`config.mk`:
```
export PLATFORM = sky130hd
export DESIGN_NAME = frsd_switch_decode
export DESIGN_NICKNAME = d
export VERILOG_FILES = /design/src/frsd_pkg.sv /design/src/frsd_onehot_dec.sv /design/src/frsd_switch_decode.sv
export SDC_FILE = /design/constraint.sdc
export NUM_CORES = 1
export LEC_CHECK = 0
export BUFFER_PORTS_ARGS = -buffer_cell sky130_fd_sc_hd__buf_2
export CORE_ASPECT_RATIO = 1.4
export CORE_MARGIN = 5
export CORE_UTILIZATION = 25
export DETAILED_ROUTE_END_ITERATION = 6
export PLACE_DENSITY_LB_ADDON = 0.25
export SLEW_MARGIN = 20
export SYNTH_ARGS = -nofsm -noshare
export SYNTH_HDL_FRONTEND = slang
export SYNTH_SLANG_ARGS = --single-unit
```
`constraint.sdc`:
```
create_clock -name ref_clk -period 1.3 [get_ports ref_clk]
set_clock_uncertainty 0.05 [all_clocks]
set_input_delay 0.13 -clock ref_clk [delete_from_list [all_inputs] [get_ports ref_clk]]
set_output_delay 0.13 -clock ref_clk [all_outputs]
set_load 0.01 [all_outputs]
```
`src/frsd_pkg.sv`:
```
// Package for the fine reference switch decoder: counter layout, widths and reset values.
// Assumes the angle counter is clocked by the same ref_clk as the decoder.
package frsd_pkg;

    // Width of the angle counter that steers the fine converter switches.
    localparam int CNT_W = 12;
    // Number of ladder switches, fed from the low counter stages.
    localparam int LADDER_W = 7;
    localparam int LADDER_LSB = 0;
    // Number of fixed attenuation switches and the width of their index.
    localparam int ATTEN_N = 4;
    localparam int ATTEN_IDX_W = 2;

    // Counter stage positions.
    localparam int BIT_HALF_SEG = 7;
    localparam int BIT_SEG_LO = 8;
    localparam int BIT_SEG_HI = 9;
    localparam int BIT_QUAD_90 = 10;
    localparam int BIT_QUAD_180 = 11;

    // Sub-fields used to recognise particular angle spans.
    localparam int SPAN_W = 3;
    localparam logic [SPAN_W-1:0] SPAN_FIRST = 3'h0;
    localparam logic [SPAN_W-1:0] SPAN_SECOND = 3'h1;
    localparam logic [SPAN_W-1:0] SPAN_LAST = 3'h7;

    // Reset state matches a counter reading of zero degrees.
    localparam logic [ATTEN_N-1:0] ATTEN_RST = 4'h1;
    localparam logic [LADDER_W-1:0] LADDER_RST = 7'h00;
    localparam logic COS_BIT_RST = 1'b1;
    localparam logic S2C_RST = 1'b1;

    typedef enum logic [1:0]
    {
        QUAD_I,
        QUAD_II,
        QUAD_III,
        QUAD_IV
    } frsd_quad_type;

    // Quadrant from the 90 and 180 degree stages.
    function automatic frsd_quad_type frsd_quad_of(input logic [CNT_W-1:0] cnt);
        frsd_quad_type q;
        q = QUAD_I;
        case ({cnt[BIT_QUAD_180], cnt[BIT_QUAD_90]})
            2'h0: q = QUAD_I;
            2'h1: q = QUAD_II;
            2'h2: q = QUAD_III;
            2'h3: q = QUAD_IV;
            default: q = QUAD_I;
        endcase
        return q;
    endfunction

endpackage

```
`src/frsd_onehot_dec.sv`:
```
// One-hot decoder used for the fixed attenuation choice.
// Assumes a binary index; output is combinational and registered by the caller.
`timescale 1ns/10ps
module frsd_onehot_dec #(
    parameter int SEL_W = 2,
    parameter int OUT_N = 4
)
(
    // Index in.
    input wire logic [SEL_W-1:0] sel,
    // One-hot out.
    output logic [OUT_N-1:0] onehot
);

    genvar gi;
    generate
        for (gi = 0; gi < OUT_N; gi = gi + 1)
        begin : g_dec
            assign onehot[gi] = (sel == SEL_W'(gi));
        end
    endgenerate

endmodule // frsd_onehot_dec

```
`src/frsd_switch_decode.sv`:
```
// Decodes the angle counter into the fine converter's analog switch enables.
// Assumes angle_count comes from the counter on ref_clk, so it is used without synchronisers.
//
// Function
// - Exactly one of the four reference-output enables is high at all times.
// - The two cross-feed enables are never high together.
// - Sine-to-cosine cross-feed in quadrants I and III, the other in II and IV.
// - In quadrants II and IV the sine-side outputs alternate with counter bit 7.
// - In quadrants I and III the cosine-side outputs alternate with counter bit 7.
// - First sine-side and cosine-side outputs feed the -11.25 degree bit signal.
// - Second sine-side and cosine-side outputs feed the bias signal instead.
// - Seven ladder enables follow counter bits 0 through 6 directly.
// - The four attenuation selects are one-hot for every counter value.
// - Bit 10 means 90 degrees and bit 11 means 180 degrees.
// - Quadrant I uses the cosine bit output to 11.25 degrees, then the bias one.
`timescale 1ns/10ps
module frsd_switch_decode
(
    // Clock and reset.
    input wire logic ref_clk,
    input wire logic rst_n,
    // Angle counter.
    input wire logic [frsd_pkg::CNT_W-1:0] angle_count,
    // Fixed attenuation and ladder switches.
    output logic [frsd_pkg::ATTEN_N-1:0] attenuation_pair_selects,
    output logic [frsd_pkg::LADDER_W-1:0] ladder_switch_enables,
    // Reference generator switches.
    output logic sine_out_bit_select,
    output logic sine_out_bias_select,
    output logic sine_to_cos_crossfeed,
    output logic cos_out_bit_select,
    output logic cos_out_bias_select,
    output logic cos_to_sine_crossfeed,
    // Signal routed to the main summing module, and the decoded quadrant.
    output logic main_summing_bit_active,
    output logic main_summing_bias_active,
    output frsd_pkg::frsd_quad_type quadrant
);
    import frsd_pkg::*;

    logic quad_odd;
    logic half_seg;
    logic [ATTEN_IDX_W-1:0] atten_idx;
    logic [ATTEN_N-1:0] atten_nxt;

    // In quadrants II and IV the attenuation order runs backwards, so the
    // segment bits are inverted there to keep the sine and cosine pairing.
    assign quad_odd = angle_count[BIT_QUAD_90];
    assign half_seg = angle_count[BIT_HALF_SEG];
    assign atten_idx = {angle_count[BIT_SEG_HI], angle_count[BIT_SEG_LO]} ^ {quad_odd, quad_odd};

    frsd_onehot_dec #(
        .SEL_W(ATTEN_IDX_W),
        .OUT_N(ATTEN_N)
    ) u_atten_dec (
        .sel(atten_idx),
        .onehot(atten_nxt)
    );

    // All enables are registered so that switch drivers never see decode glitches.
    always_ff @(posedge ref_clk or negedge rst_n)
    begin
        if (!rst_n)
        begin
            attenuation_pair_selects <= ATTEN_RST;
        end
        else
        begin
            attenuation_pair_selects <= atten_nxt;
        end
    end

    always_ff @(posedge ref_clk or negedge rst_n)
    begin
        if (!rst_n)
        begin
            ladder_switch_enables <= LADDER_RST;
        end
        else
        begin
            ladder_switch_enables <= angle_count[LADDER_LSB +: LADDER_W];
        end
    end

    always_ff @(posedge ref_clk or negedge rst_n)
    begin
        if (!rst_n)
        begin
            sine_to_cos_crossfeed <= S2C_RST;
            cos_to_sine_crossfeed <= !S2C_RST;
        end
        else
        begin
            sine_to_cos_crossfeed <= !quad_odd;
            cos_to_sine_crossfeed <= quad_odd;
        end
    end

    // Exactly one of the four outputs is chosen by quadrant parity and bit 7.
    always_ff @(posedge ref_clk or negedge rst_n)
    begin
        if (!rst_n)
        begin
            sine_out_bit_select <= !COS_BIT_RST;
            sine_out_bias_select <= !COS_BIT_RST;
            cos_out_bit_select <= COS_BIT_RST;
            cos_out_bias_select <= !COS_BIT_RST;
        end
        else
        begin
            sine_out_bit_select <= quad_odd && !half_seg;
            sine_out_bias_select <= quad_odd && half_seg;
            cos_out_bit_select <= !quad_odd && !half_seg;
            cos_out_bias_select <= !quad_odd && half_seg;
        end
    end

    // The summing junction sees the bit signal whenever bit 7 is clear.
    always_ff @(posedge ref_clk or negedge rst_n)
    begin
        if (!rst_n)
        begin
            main_summing_bit_active <= COS_BIT_RST;
            main_summing_bias_active <= !COS_BIT_RST;
        end
        else
        begin
            main_summing_bit_active <= !half_seg;
            main_summing_bias_active <= half_seg;
        end
    end

    always_ff @(posedge ref_clk or negedge rst_n)
    begin
        if (!rst_n)
        begin
            quadrant <= QUAD_I;
        end
        else
        begin
            quadrant <= frsd_quad_of(angle_count);
        end
    end
endmodule // frsd_switch_decode

```
==> impl_metrics.yaml, run 1 <==
run_status:
  status: "finished, final reports clean"
die:
  ios: 35
  row_count: 21
  die_height_um: 69.7
  core_um2: 2420
  dieArea_um2: 3670
  die_x_um: 52.7
  start_util_pct: 26.3
pwr:
  powerDensity_nw_per_um2: 1150
  leakagePower_nw: 0.498
  vdd_drop_max_mv: 0.346
  seq_power_share_pct: 61.6
  total_power_mw: 1.14
  p_comb_share_pct: 12.6
  power_frac_clock_pct: 25.8
  p_sw_share_pct: 22.8
  intPower_mw: 0.879
  switchingPower_mw: 0.259
synthesis:
  synth_cells: 40
  ys_seq_elements: 21
  synth_nets: 54
  synthFlopType: "dfrtp_1"
  synth_area_leader_cell: "dfrtp_1"
  synth-edff-count: 0
  yosysMostFrequentCell: "dfrtp_1"
  synth_top_area_share_pct: 66.8
  ys_seq_area_share_pct: 83.3
  yosysWarnings: 0
  yosys-top-cells-area: "dfrtp_1, dfstp_2, o21ai_0"
  synth_area_per_cell_um2: 15.9
  synthDistinctLibCells: 13
  synth_commonest_cells: "dfrtp_1, dfstp_2, nor2_1"
  synthArstFlopShare_pct: 100
  synth_area_um2: 637
timing:
  drv_slew: 0
  holdWs_ps: 70.0
  fin_tns_setup_ps: 0
  period_needed_ps: 1270
  rsz0062_at_grt: "no"
  fin_crit_sh_pct: 97.6
  hold_viol_final: 0
  relSlewSlack_pct: 70.6
  timing.fmax_mhz: 788
  worst_pin_slew_ps: 441
  setup_violations: 0
routing:
  avgRoutedWirePerCell_um: 11.5
  drt_iter0_markers: 17
  num_vias: 473
  routed_wl_mm: 1.39
  drc_errors: 0
  ant_nets: 0
  viasPerCell: 3.91
  drt-pass1-iter-count: 2
layout:
  syn_to_final_growth_pct: 55.0
  largest_reg_flops: 7
  drive_gt1_share_pct: 51.7
  fin_nets: 102
  top_register: "ladder_switch_enables"
  stdcell_area_um2: 987
  n_antenna_cell: 0
  reg.largest.list: "ladder_switch_enables x7, attenuation_pair_selects x4, quadrant x2"
min_path:
  hp-class: "input pin to register"
  hp-start: "angle_count[9]"
global_route:
  antenna_found_initial: 0
  grt_max_degree: 22
  grt_overflow_total: 0
  grt_pass1_wl_mm: 2.33
  grt_usage_pct: 8.39
  first_global_vias: 538
worst_setup_path:
  arrival_ps: 1460
  critPathBufInv: 3
  worstPathCellList: "dlygate4sd3_1 -> buf_6 -> nor2_2 -> dlygate4sd3_1"
  max_stage_delay_ps: 550
  cp-startpoint: "angle_count[10]"
  path_class: "input pin to register"
  crit_slowest_cell: "dlygate4sd3_1"
  path_max_fanout: 11
  worstSetupStartpointType: "input pin"
  worstSetupEndpointType: "register"
  required_ps: 1490
  cpLargestDelayFamily: "buffers and inverters"
  crit_top_cell: "dlygate4sd3_1"
clock_tree:
  cts_tree: "yes"
  cts.clk_slew.worst_paths_ps: 110
  cts-root-buf: "clkbuf_4"
  post-cts-setup-buffers: 0
  cts_buffers: 3
  cts_buffer_depth: 2
  htreeDepth: 1
  clock-sinks: 21
placement:
  gp_congestion: 0.610
  dp_hpwl_mm: 1.02
  port_buffers: 34
  placed_cell_area_um2: 831
run:
  maxCapViolations: 0
==> layer usage <==
layer	vias to the layer above	share of wire, %	track usage, %
li1	217	-	-
met1	230	33	7.63
met2	24	53	15.6
met3	2	13	2.58
met4	0	1.0	4.26
met5	-	0	0
==> worst paths after layout <==
path	endpoint	slack, ps	cells after the start
max	cos_out_bit_select	30	4
min	attenuation_pair_selects[0]	70	3
max in group asynchronous	attenuation_pair_selects[0]	600	2
min in group asynchronous	attenuation_pair_selects[2]	260	2
==> metrics by stage <==
stage | setup WS (ps) | utilization [%] | std cells
after detailed placement | 403 | 34.4 | 105
after CTS | 24.0 | 40.5 | 121
final | 31.5 | 40.8 | 121
after global placement | 444 | 34.4 | 105
after global routing | 20.1 | 40.8 | 121
after floorplan | 507 | - | 40
==> kinds of logic after synthesis <==
family                 Yosys count  share of synthesized area, %
AOI/OAI and AO/OA                4                          3.73
DFF                             21                          83.3
buffers and inverters            5                          4.13
and+or+nand+nor                 10                          8.84
==> placed cells by master (no fill, tap or decap) <==
| master | instances |
|---|---|
| clkbuf_4 | 3 |
| nand2b_1 | 1 |
| dfstp_2 | 4 |
| nor2_2 | 1 |
| buf_6 | 1 |
| clkinv_2 | 1 |
| buf_2 | 33 |
| or3b_1 | 1 |
| nand3b_1 | 2 |
| o21ai_2 | 1 |
| nand3_1 | 1 |
| o21ai_0 | 3 |
| inv_1 | 2 |
| nor2_1 | 3 |
| or2_2 | 1 |
| dfrtp_1 | 17 |
| dlygate4sd3_1 | 12 |
==> timing repair <==
item	in CTS	in global routing
resized for setup	0	4
setup endpoints to repair	0	1
hold endpoints to repair	31	0
hold buffers	12	0
==> power groups by stage <==
stage                     Sequential, mW  Combinational, mW  Clock (mW)
after CTS                          0.702              0.144       0.310
after global placement             0.712              0.114           0
after detailed placement           0.714              0.116           0
after floorplan                    0.735             0.0237           0
after global routing               0.705              0.161       0.347
final                              0.701              0.144       0.293
==> area by class of cell <==
class	instances	area (um2)
sequential	21	531
inverter	2	7.51
clock buffer	3	22.5
fill	243	1430
clock inverter	1	5.00
multi-input combinational	14	82.6
timing repair buffer	46	297
tap	34	42.5
Note: power is estimated with default switching activity, not from simulation.
==> run 2: changes to the inputs <==
--- a/config.mk
+++ b/config.mk
@@ -9,6 +9,7 @@
 export CORE_ASPECT_RATIO = 1.4
 export CORE_MARGIN = 5
 export CORE_UTILIZATION = 25
+export CTS_BUF_LIST = sky130_fd_sc_hd__clkbuf_8 sky130_fd_sc_hd__clkbuf_16
 export DETAILED_ROUTE_END_ITERATION = 6
 export PLACE_DENSITY_LB_ADDON = 0.25
 export SLEW_MARGIN = 20
==> run 2 against run 1 <==
Against the previous run:
- via count fell by 0.63%
- combinational power fell by 6%
- global-route usage barely moved
- sequential cell count did not move
- first-iteration DRC count fell by 65%
- critical path depth fell by 3
- non-clock buffer count fell by 2
==> impl_metrics.yaml, run 2 (same netlist as run 1, synthesis figures left out) <==
layout:
  num-fill-cells: 241
  top_register: "ladder_switch_enables"
  fin_nets: 100
  largest_reg_flops: 7
  layout_common_cells: "buf_2, dfrtp_1, dlygate4sd3_1, nor2_1, dfstp_2"
  syn_to_final_growth_pct: 53.4
  mostFrequentLayoutCell: "buf_2"
  seqCellArea_um2: 531
  reg.largest.list: "ladder_switch_enables x7, attenuation_pair_selects x4, quadrant x2"
  multi_input_area_um2: 80.1
  n_antenna_cell: 0
  drive_gt1_share_pct: 51.8
min_path:
  hp-start: "angle_count[10]"
  worstHoldEndpoint: "quadrant[0]"
  hp-class: "input pin to register"
  holdPathStages: 1
clock_tree:
  cts-root-buf: "clkbuf_8"
  htreeDepth: 1
  cts_buffer_depth: 2
  clock-sinks: 21
  cts_tree: "yes"
  cts.clk_slew.worst_paths_ps: 70
  cts_buffers: 3
routing:
  drt_iter0_markers: 6
  drc_errors: 0
  avgRoutedWirePerCell_um: 11.6
  num_vias: 470
  drt-pass1-iter-count: 2
  routed_wl_mm: 1.38
  ant_nets: 0
  viasPerCell: 3.95
global_route:
  grt_usage_pct: 8.44
  grt_overflow_total: 0
  antenna_found_initial: 0
  first_global_vias: 521
  grt_max_degree: 22
  grt_pass1_wl_mm: 2.28
die:
  row_count: 21
  core_um2: 2420
  start_util_pct: 26.3
  die_height_um: 69.7
  ios: 35
  dieArea_um2: 3670
  die_x_um: 52.7
timing:
  setup_violations: 0
  period_needed_ps: 1080
  timing.fmax_mhz: 924
  fin_crit_sh_pct: 83.2
  rsz0062_at_grt: "no"
  holdWs_ps: 38.2
  relSlewSlack_pct: 70.7
  drv_slew: 0
  worst_pin_slew_ps: 440
  layout_setup_ws_ps: 218
  hold_viol_final: 0
  fin_tns_setup_ps: 0
worst_setup_path:
  arrival_ps: 900
  critPathBufInv: 1
  required_ps: 1120
  max_stage_delay_ps: 530
  worstPathCellList: "buf_2"
  cpLargestDelayFamily: "flip-flops"
  path_class: "register to primary output"
  worstSetupStartpointType: "register"
  crit_slowest_cell: "dfstp_2"
  path_max_fanout: 1
  worstSetupEndpointType: "primary output"
pwr:
  power_frac_clock_pct: 32.6
  leakagePower_nw: 0.494
  vdd_drop_max_mv: 0.377
  p_comb_share_pct: 10.9
  seq_power_share_pct: 56.5
  powerDensity_nw_per_um2: 1270
  switchingPower_mw: 0.270
  intPower_mw: 0.972
  p_sw_share_pct: 21.7
run_status:
  status: "finished, final reports clean"
run:
  maxCapViolations: 0
placement:
  gp_congestion: 0.610
  dp_hpwl_mm: 1.02
  pre_cts_ws_ps: 403
  port_buffers: 34
run 2: changes by cell type in the layout (fill, tap and decap cells not counted), sizes merged:
cell / delta
dlygate4sd3: -2
run 2: cell type report:
class | count | share of cell area, %
Sequential cell | 21 | 54.3
Clock inverter | 1 | 0.512
Tap cell | 34 | 4.35
Clock buffer | 3 | 4.23
Timing Repair Buffer | 44 | 27.7
Multi-Input combinational cell | 14 | 8.19
Inverter | 2 | 0.768
run 2: how the worst max path moves through the flow:
stage	start	endpoint	slack [ps]	depth (start not counted)
after floorplan	angle_count[10]	attenuation_pair_selects[2]	510	3
after global placement	angle_count[8]	attenuation_pair_selects[0]	440	3
after detailed placement	angle_count[10]	attenuation_pair_selects[2]	400	3
after CTS	cos_out_bit_select	cos_out_bit_select	200	1
after global routing	cos_out_bit_select	cos_out_bit_select	180	1
final	cos_out_bit_select	cos_out_bit_select	220	1
run 2: timing repair:
action,CTS,global route
hold buffers,10,0
resized for setup,0,0
endpoints found under the setup margin,0,0
endpoints found under the hold margin,27,0
buffers inserted,0,0
run 2: power groups by stage:
stage	Sequential (mW)	Combinational [mW]	Clock [mW]
detailed placement	0.714	0.116	0
global route	0.704	0.153	0.459
finish	0.701	0.136	0.404
global placement	0.712	0.114	0
CTS	0.702	0.139	0.428
floorplan	0.735	0.0237	0
run 2: per-layer routing:
layer	global-route usage (%)	wire length [um]	part of all wire, %
met5	0	0	0
met4	5.11	28	2.0
met3	3.23	182	13
met2	15.1	735	53
met1	7.52	431	31
run 2: through the flow:
stage | power [mW] | cells | utilization [%] | instance area (um2)
after floorplan | 0.758 | 40 | - | 637
after global routing | 1.32 | 119 | 40.4 | 977
after detailed placement | 0.830 | 105 | 34.4 | 831
after global placement | 0.827 | 105 | 34.4 | 831
final | 1.24 | 119 | 40.4 | 977
after CTS | 1.27 | 119 | 40.4 | 977
